`src/sldc_regs.svh`:
```
// Purpose: offsets, field positions, reset values and timing of the supply level detector
// Assumes: 10 MHz system clock
// Notes:   offsets are register indices on the plain register port
`ifndef SLDC_REGS_SVH
`define SLDC_REGS_SVH
`define SLDC_ADDR_W          3
`define SLDC_OFF_CONTROL     3'h0
`define SLDC_OFF_STATUS      3'h1
`define SLDC_OFF_IRQ_STATUS  3'h2
`define SLDC_OFF_IRQ_MASK    3'h3
`define SLDC_CTL_RANGE_BIT   3
`define SLDC_CTL_TRIM_LSB    0
`define SLDC_ST_BELOW_BIT    2
`define SLDC_ST_READY_BIT    1
`define SLDC_ST_ON_BIT       0
`define SLDC_CTL_RESET       8'h00
`define SLDC_ST_RESET        8'h00
`define SLDC_MASK_RESET      8'h00
`define SLDC_MEAS_TIME_US    2000
`define SLDC_CLK_MHZ         10
`define SLDC_MEAS_CYCLES     (`SLDC_MEAS_TIME_US * `SLDC_CLK_MHZ)
`define SLDC_MEAS_MAX_US     2500
`define SLDC_MEAS_MAX_CYCLES (`SLDC_MEAS_MAX_US * `SLDC_CLK_MHZ)
`define SLDC_IRQ_BELOW_BIT   0
`define SLDC_IRQ_READY_BIT   1
`endif

```
`src/sldc_pkg.sv`:
```
// Purpose: types of the supply level detector control
// Assumes: nothing
// Notes:   constants live in sldc_regs.svh
package sldc_pkg;
  typedef enum logic [1:0] {
    SLDC_OFF   = 2'b00,
    SLDC_MEAS  = 2'b01,
    SLDC_READY = 2'b10
  } sldc_state_t;
endpackage

```
`src/sldc_timer_if.sv`:
```
// Purpose: link between detector control and its measurement timer
// Assumes: one clock
// Notes:   start restarts the count; done is a one-cycle pulse
`timescale 1ns/1ps
interface sldc_timer_if;
  logic start;
  logic clear;
  logic done;
  modport ctrl  (output start, output clear, input done);
  modport timer (input start, input clear, output done);
endinterface

```
`src/sldc_meas_timer.sv`:
```
// Purpose: counts the settling time of one measurement
// Assumes: start and clear from the controller
// Notes:   count is a parameter so simulations can shorten it
`timescale 1ns/1ps
module sldc_meas_timer #(
  parameter int unsigned CYCLES = 20000
) (
  input  wire logic      clk_i,
  input  wire logic      rstn_i,
  sldc_timer_if.timer    tmr
);
  localparam int unsigned CW = $clog2(CYCLES + 1);
  logic [CW-1:0] cnt_r;
  logic          run_r;
  logic          done_r;

  assign tmr.done = done_r;

  always_ff @(posedge clk_i or negedge rstn_i) begin
    if (!rstn_i) begin
      cnt_r  <= '0;
      run_r  <= 1'b0;
      done_r <= 1'b0;
    end else if (tmr.clear) begin
      cnt_r  <= '0;
      run_r  <= 1'b0;
      done_r <= 1'b0;
    end else if (tmr.start) begin
      cnt_r  <= CW'(CYCLES - 1);
      run_r  <= 1'b1;
      done_r <= 1'b0;
    end else if (run_r && cnt_r == '0) begin
      run_r  <= 1'b0;
      done_r <= 1'b1;
    end else begin
      cnt_r  <= run_r ? cnt_r - 1'b1 : cnt_r;
      done_r <= 1'b0;
    end
  end
endmodule // sldc_meas_timer

```
`src/sldc_top.sv`:
```
// Contract
// - enable bit switches detector on or off
// - ready flag rises 2 ms after start
// - interrupt only when ready and enabled; pending events keep it up after ready or enable drops, until read
// - one event per rising below-threshold edge
// - status bit 2 shows below, reset 0
// - status bit 1 shows ready, reset 0
// - three-bit trim selects one of eight
// - control bit 3 selects detection range
// - measurement lasts 2.0 ms, under 2.5
//
// Purpose: control and status logic of the supply level detector
// Assumes: 10 MHz clock, comparator output synchronous, register port
// Notes:   comparator itself is outside; this block drives its controls
`timescale 1ns/1ps
`include "sldc_regs.svh"
module sldc_top #(
  parameter int unsigned MEAS_CYCLES = `SLDC_MEAS_CYCLES
) (
  input  wire logic                   clk_i,
  input  wire logic                   rstn_i,
  input  wire logic [`SLDC_ADDR_W-1:0] addr_i,
  input  wire logic [7:0]             wdata_i,
  input  wire logic                   wr_i,
  input  wire logic                   rd_i,
  output logic      [7:0]             rdata_o,
  input  wire logic                   comp_below_i,
  output logic                        detector_on_o,
  output logic                        detect_range_select_o,
  output logic      [2:0]             threshold_trim_o,
  output logic                        low_supply_irq_o
);
  //////////////////////////////////////////////////////////////////////////////
  logic [7:0]          ctl_r;
  logic                on_r;
  sldc_pkg::sldc_state_t state_r;
  logic                below_r;
  logic                below_d_r;
  logic [1:0]          irq_st_r;
  logic [1:0]          irq_mask_r;
  logic [7:0]          rdata_r;
  logic                ready;
  logic                below_rise;
  logic                ready_rise;
  logic                wr_ctl;
  logic                wr_st;
  logic                wr_mask;
  logic                rd_irq;

  sldc_timer_if tmr_if ();

  sldc_meas_timer #(
    .CYCLES (MEAS_CYCLES)
  ) u_timer (
    .clk_i  (clk_i),
    .rstn_i (rstn_i),
    .tmr    (tmr_if.timer)
  );

  assign wr_ctl  = wr_i && addr_i == `SLDC_OFF_CONTROL;
  assign wr_st   = wr_i && addr_i == `SLDC_OFF_STATUS;
  assign wr_mask = wr_i && addr_i == `SLDC_OFF_IRQ_MASK;
  assign rd_irq  = rd_i && addr_i == `SLDC_OFF_IRQ_STATUS;

  //////////////////////////////////////////////////////////////////////////////
  // control register: range and trim, upper bits reserved
  always_ff @(posedge clk_i or negedge rstn_i) begin
    if (!rstn_i) begin
      ctl_r <= `SLDC_CTL_RESET;
    end else if (wr_ctl) begin
      ctl_r <= {4'h0, wdata_i[3:0]};
    end
  end

  assign detect_range_select_o = ctl_r[`SLDC_CTL_RANGE_BIT];
  assign threshold_trim_o      = ctl_r[`SLDC_CTL_TRIM_LSB +: 3];

  //////////////////////////////////////////////////////////////////////////////
  // enable: a write of 1 while already on restarts the measurement
  always_ff @(posedge clk_i or negedge rstn_i) begin
    if (!rstn_i) begin
      on_r <= 1'b0;
    end else if (wr_st) begin
      on_r <= wdata_i[`SLDC_ST_ON_BIT];
    end
  end

  assign detector_on_o = on_r;
  assign tmr_if.start  = wr_st && wdata_i[`SLDC_ST_ON_BIT];
  assign tmr_if.clear  = wr_st && !wdata_i[`SLDC_ST_ON_BIT];

  always_ff @(posedge clk_i or negedge rstn_i) begin
    if (!rstn_i) begin
      state_r <= sldc_pkg::SLDC_OFF;
    end else begin
      unique case (state_r)
        sldc_pkg::SLDC_OFF: begin
          if (tmr_if.start) begin
            state_r <= sldc_pkg::SLDC_MEAS;
          end
        end
        sldc_pkg::SLDC_MEAS: begin
          if (tmr_if.clear) begin
            state_r <= sldc_pkg::SLDC_OFF;
          end else if (tmr_if.done && !tmr_if.start) begin
            state_r <= sldc_pkg::SLDC_READY;
          end
        end
        sldc_pkg::SLDC_READY: begin
          if (tmr_if.clear) begin
            state_r <= sldc_pkg::SLDC_OFF;
          end else if (tmr_if.start) begin
            state_r <= sldc_pkg::SLDC_MEAS;
          end
        end
        default: state_r <= sldc_pkg::SLDC_OFF;
      endcase
    end
  end

  assign ready = state_r == sldc_pkg::SLDC_READY;

  //////////////////////////////////////////////////////////////////////////////
  // result: held at 0 from the cycle after ready ends, so stale comparator output shows for at most that one cycle
  always_ff @(posedge clk_i or negedge rstn_i) begin
    if (!rstn_i) begin
      below_r   <= 1'b0;
      below_d_r <= 1'b0;
    end else begin
      below_r   <= ready && comp_below_i;
      below_d_r <= below_r;
    end
  end

  assign below_rise = below_r && !below_d_r && ready;
  assign ready_rise = tmr_if.done && state_r == sldc_pkg::SLDC_MEAS && !tmr_if.start
                      && !tmr_if.clear;

  //////////////////////////////////////////////////////////////////////////////
  // sticky events, cleared by reading them; a new event wins over the clear
  always_ff @(posedge clk_i or negedge rstn_i) begin
    if (!rstn_i) begin
      irq_st_r <= 2'b00;
    end else begin
      irq_st_r[`SLDC_IRQ_BELOW_BIT] <= below_rise ||
                                       (irq_st_r[`SLDC_IRQ_BELOW_BIT] && !rd_irq);
      irq_st_r[`SLDC_IRQ_READY_BIT] <= ready_rise ||
                                       (irq_st_r[`SLDC_IRQ_READY_BIT] && !rd_irq);
    end
  end

  always_ff @(posedge clk_i or negedge rstn_i) begin
    if (!rstn_i) begin
      irq_mask_r <= 2'b00;
    end else if (wr_mask) begin
      irq_mask_r <= wdata_i[1:0];
    end
  end

  assign low_supply_irq_o = |(irq_st_r & irq_mask_r);

  //////////////////////////////////////////////////////////////////////////////
  // read port; unmapped addresses read zero
  always_ff @(posedge clk_i or negedge rstn_i) begin
    if (!rstn_i) begin
      rdata_r <= 8'h00;
    end else if (rd_i) begin
      unique case (addr_i)
        `SLDC_OFF_CONTROL:    rdata_r <= ctl_r;
        `SLDC_OFF_STATUS:     rdata_r <= {5'h00, below_r, ready, on_r};
        `SLDC_OFF_IRQ_STATUS: rdata_r <= {6'h00, irq_st_r};
        `SLDC_OFF_IRQ_MASK:   rdata_r <= {6'h00, irq_mask_r};
        default:              rdata_r <= 8'h00;
      endcase
    end else begin
      rdata_r <= 8'h00;
    end
  end

  assign rdata_o = rdata_r;
endmodule // sldc_top

```
`config.mk`:
```
export PLATFORM = sky130hd
export DESIGN_NAME = sldc_top
export DESIGN_NICKNAME = d
export VERILOG_FILES = /design/src/sldc_pkg.sv /design/src/sldc_timer_if.sv /design/src/sldc_meas_timer.sv /design/src/sldc_top.sv
export VERILOG_INCLUDE_DIRS = /design/src /design/src/src
export SDC_FILE = /design/constraint.sdc
export NUM_CORES = 1
export LEC_CHECK = 0
export BUFFER_PORTS_ARGS = -buffer_cell sky130_fd_sc_hd__clkbuf_2
export CAP_MARGIN = 20
export CORE_MARGIN = 10
export CORE_UTILIZATION = 35
export CTS_CLUSTER_DIAMETER = 200
export DETAILED_ROUTE_END_ITERATION = 8
export PLACE_DENSITY = 0.53
export SETUP_SLACK_MARGIN = 0.02
export SLEW_MARGIN = 20
export SYNTH_ARGS = -nofsm -noshare
export SYNTH_HDL_FRONTEND = slang
export SYNTH_SLANG_ARGS = --single-unit
```
`constraint.sdc`:
```
create_clock -name clk_i -period 4 [get_ports clk_i]
set_clock_uncertainty 0.05 [all_clocks]
set_input_delay 0.2 -clock clk_i [delete_from_list [all_inputs] [get_ports clk_i]]
set_output_delay 0.2 -clock clk_i [all_outputs]
set_load 0.005 [all_outputs]
```
# --- Yosys cells after proc, flatten, opt, wreduce, memory -nomap -nowiden ---
# Cells that the tools add are included.
word_totals:
  regBits: 38
  inputBits: 16
  out_inout_bits: 14
  elab_cells: 67
op_classes:
  add_sub_neg: 1
  eq_ne: 7
  n_mux: 17
  n_bitwise: 1
  reduce_logical: 30
op_table:
  columns: ["op", "count"]
  rows:
  - ["two-way mux 15 bit", 4]
  - ["logical AND 1 bit", 16]
  - ["case mux 4 bit (4 select lines)", 1]
  - ["logical NOT 15 bit", 1]
  - ["subtractor 15 x 1 -> 15 bit, second input constant", 1]
  - ["two-way mux 2 bit", 4]
  - ["two-way mux 8 bit", 1]
  - ["== test 3 x 2 -> 1 bit, second input constant", 2]
  - ["two-way mux 1 bit", 6]
  - ["inequality test 3 bit, second input constant", 2]
  - ["case mux 2 bit (3 select lines)", 1]
  - ["nonzero test 3 bit", 2]
  - ["logical NOT 1 bit", 5]
  - ["== test 3 x 1 -> 1 bit, second input constant", 1]
  - ["logical NOT 3 bit", 1]
  - ["bitwise AND 2 bit", 1]
  - ["== test 2 x 1 -> 1 bit, second input constant", 1]
  - ["== test 2 bit, second input constant", 1]
  - ["logical NOT 2 bit", 1]
  - ["logical OR 1 bit", 2]
  - ["AND reduction 2 bit", 1]
  - ["OR reduction 2 bit", 1]

# --- Depth between registers and ports, before layout ---
depth:
  ltp_word: 8
  ltp_mapped: 6

# --- Cells and area by module ---
# Synthesis repeated with hierarchy kept, for this count alone.
unflattened:
  cells_unflattened: 150
  hier_area_um2: 1691.6
modules_own_cells:
  columns: ["module", "instances", "cells_each", "area_each_um2"]
  rows:
  - ["sldc_meas_timer", 1, 90, 898.4]
  - ["sldc_top", 1, 60, 793.3]

# --- Worst setup path before layout ---
# OpenSTA, ideal clock, no wires.
synth_path:
  path_type: "register -> register"
  startpoint: "register u_timer.cnt_r[8]"
  endpoint: "register u_timer.cnt_r[9]"
  t_arrival_ns: 1.627
  path_slack_ns: 2.228
  path_stages_with_launch: 5
  n_path_buf: 0
  synth_period_minus_slack_ns: 1.772
  cell_sequence: "dfrtp_1 > or4_4 > nor4_4 > nor2_1 > a311oi_2"
synth_between:
  elab_chain_len: 5
synth_rtl:
  columns: ["element", "line", "source"]
  rows:
  - ["start: declaration", "sldc_meas_timer.sv:13", "logic [CW-1:0] cnt_r;"]
  - ["start signal: assignment", "sldc_meas_timer.sv:29", "cnt_r <= CW'(CYCLES - 1);"]
  - ["start signal: assignment", "sldc_meas_timer.sv:36", "cnt_r <= run_r ? cnt_r - 1'b1 : cnt_r;"]
  - ["subtractor 15 x 1 -> 15 bit", "sldc_meas_timer.sv:36", null]
  - ["two-way mux 15 bit", "sldc_meas_timer.sv:36", null]
  - ["two-way mux 15 bit", "sldc_meas_timer.sv:32", "end else if (run_r && cnt_r == '0) begin"]
  - ["two-way mux 15 bit", "sldc_meas_timer.sv:28", "end else if (tmr.start) begin"]
  - ["two-way mux 15 bit", "sldc_meas_timer.sv:24", "end else if (tmr.clear) begin"]
# Parallel ways exist; a longest one is shown, timed or not. The select of a mux whose other input is x is not followed.
# A chain may end at the register's enable or synchronous reset.

# --- Worst setup path after layout ---
layout_path:
  startpoint: "register u_timer.cnt_r[0]"
  endpoint: "register u_timer.cnt_r[0]"
# The elaborated chain is that of the path after synthesis.

==> results.md <==
- Outcome: complete, no violations
- Power density over the cells: 555.2 mW/mm^2
- Post-Syn Area per Cell: 10.66 um^2
- Top cells by area, synth: dfrtp_1, mux2_2, mux4_2
- Critical Path End Type: register
- Chip height: 90.90 um
- Most used flip-flop cell after synthesis: dfrtp_1
- Critical Path AT: 2100 ps
- Slowest CP cell: dfrtp_1
- Fin crit period: 1971 ps
- Dpl cells: 247
- Top cells by count, synth: dfrtp_1, nand2_1, a21oi_1
- Share of cells above drive strength 1: 25.53%
- CP Data Required Time: 4130 ps
- Slew @ Worst Pin: 888.6 ps
- Nets@finish: 205
- Final hold violation count: 0
- Vias in the first global route: 1398
- Via total after detailed routing: 1389
- Fin crit share: 49.28%
- PortBufs: 21
- Worst-path fanout max: 8
- Syn Inst Count: 165
- Top cell type's share of synthesized area: 48.36%
- CTS sink count: 34
- Via/cell ratio: 5.447
- Dpl ws: 2036 ps
- Non-Filler Instances: 255
- FF-to-FF setup slack: 2030 ps
- Unrepaired setup endpoints after global routing: no
- CTS Buf Count: 5
- Final setup viols: 0
- Reg2reg start: u_timer.cnt_r[0]
- TritonCTS clock tree: yes
- Routed wire per std cell: 15.78 um
- VDD IR-drop max: 0.2373 mV
- Worst-case reg-to-reg path depth: 6
- Layout area overhead: 16.15%
- Util after Layout: 42.69%
- Chip width: 90.90 um
- Detailed Routing Iterations Pass 1: 4
- Yosys cell types: 47
- Gr ovfl total: 0
- Hold Crit Class: input pin to register
- Register area share after synthesis: 48.36%
- Critical path type: register to register
- CP startpoint kind: register
- Setup TNS: 0 ps
- Top-count cell post-synth: dfrtp_1
- DR DRC count: 0
- Setup crit start: u_timer.cnt_r[0]
- Post-synthesis cell area: 0.001759 mm^2
- Initial DRC Count: 48
- Ports: 30
- Crit path cell chain: inv_1 > ha_1 > nor2b_1 > nand3_1 > o2111a_1 > nor4_1
- Core ar.: 0.004786 mm^2
- Max frequency: 507.3 MHz
- Crit path to: u_timer.cnt_r[0]
- Antenna Nets Post-Route: 0
- Critical Path Max Stage Delay: 430 ps
- # diodes: 0
- Tot GR Track Use: 10.34%
- Final WS setup: 2029 ps
- Design area: 0.002043 mm^2
- Worst-path clk slew: 70 ps
- Ys Warns: 0
- Worst r2r dst: u_timer.cnt_r[0]
- Die area: 0.008262 mm^2
- Clock Path Buffers: 2
- Area leader, netlist: dfrtp_1
- Post-synth ARST share: 100.0%
- Max cap viols: 0
- Initial Utilization: 36.76%
- Root buffer cell: clkbuf_8
- DRT Wirelength: 4.025 mm
- Relative slew margins: 39.92%
- Cell Rows: 25
- Largest net degree at the start of global routing: 35
- Final Wtd Congestion: 0.8267
- Final Max Tran Viols: 0
- Synthesized flop and latch total: 34
- Dpl hpwl: 2.973 mm
- H-tree depth: 2
- Placed cell area: 0.001921 mm^2
- Initial antenna violation count: 0
- Leak Pwr: 0.8376 nW
- First-pass GRT wire length: 7.024 mm
- Worst-Skew Late Latency: 280 ps
- Post-synth EDFFs: 0
[timing repair]
action / 4_1_cts / 5_1_grt
hold endpoints to repair: 12 / 0
gates resized for setup: 0 / 0
hold buffers: 1 / 0
buffers inserted: 0 / 0
[layout by cell type, fill, tap and decap left out, drive strengths merged, types with 3 or more instances in the layout]
cell type / instances
or3: 4
o31ai: 6
nor3: 6
a21oi: 8
dfrtp: 34
inv: 4
nor2b: 4
mux2: 6
nor2: 7
a31oi: 3
nor4b: 3
or4: 5
conb: 4
nand3: 6
or2: 3
nor4: 6
clkbuf: 27
nand2: 11
o21ai: 6
[cell type report]
type | instances | area (um^2)
fill | 472 | 2743
multi-input combinational | 120 | 858.3
sequential | 34 | 850.8
timing repair buffer | 23 | 122.6
tap | 67 | 83.83
clock buffer | 6 | 82.58
clock inverter | 1 | 30.03
inverter | 4 | 15.01
[logic make-up after synthesis]
| kind of cell | after synthesis | share of synthesized area (%) |
|---|---|---|
| compound gates | 35 | 13.94 |
| fa+ha+maj | 1 | 0.7111 |
| buf+inv | 14 | 3.840 |
| flops | 34 | 48.36 |
| mux | 9 | 6.970 |
| other cells | 1 | 0.2132 |
| simple gates | 71 | 25.96 |
[layer usage]
layer	GRT usage [%]	vias up	routed length (um)
li1	-	672	-
met1	12.91	681	1954
met2	15.93	25	1812
met3	3.242	11	171
met4	4.569	0	87
met5	0	-	0
[sequential cells by signal, summed over array words and instances, names as in the netlist]
name,cells
u_timer.run_r,1
rdata_o,4
u_timer.tmr.done,1
irq_mask_r,2
below_r,1
ctl_r,4
detector_on_o,1
u_timer.cnt_r,15
irq_st_r,2
state_r,2
below_d_r,1
[how the worst min path moves through the flow]
stage / start / endpoint / slack [ps] / cells after the start
floorplan: rstn_i / below_d_r / -150 / 0
global placement: rstn_i / u_timer.cnt_r[6] / 300 / 1
detailed placement: rstn_i / u_timer.cnt_r[8] / 310 / 1
CTS: comp_below_i / below_r / 60 / 2
global route: comp_below_i / below_r / 70 / 2
finish: comp_below_i / below_r / 70 / 2
[worst max-delay path, delay by kind of cell (launching register included)]
kind,cells,cell delay (ps)
fa+ha+maj,1,190
compound gates,1,330
simple gates,3,790
flops,1,430
buf+inv,1,80
[power by group]
part	internal (mW)	total, mW	switching [mW]	leakage (nW)
sequential	0.423	0.520	0.0972	0.433
clock	0.199	0.319	0.120	0.0573
combinational	0.145	0.295	0.150	0.348
total	0.767	1.13	0.367	0.838
[per-stage QoR]
step / total power, mW / hold WS (ps)
floorplan: 0.7325 / -145.6
global placement: 0.8075 / 298.4
detailed placement: 0.8211 / 311.8
CTS: 1.146 / 60.58
global route: 1.213 / 65.23
finish: 1.134 / 68.93
Note: power is estimated with default switching activity, not from simulation.
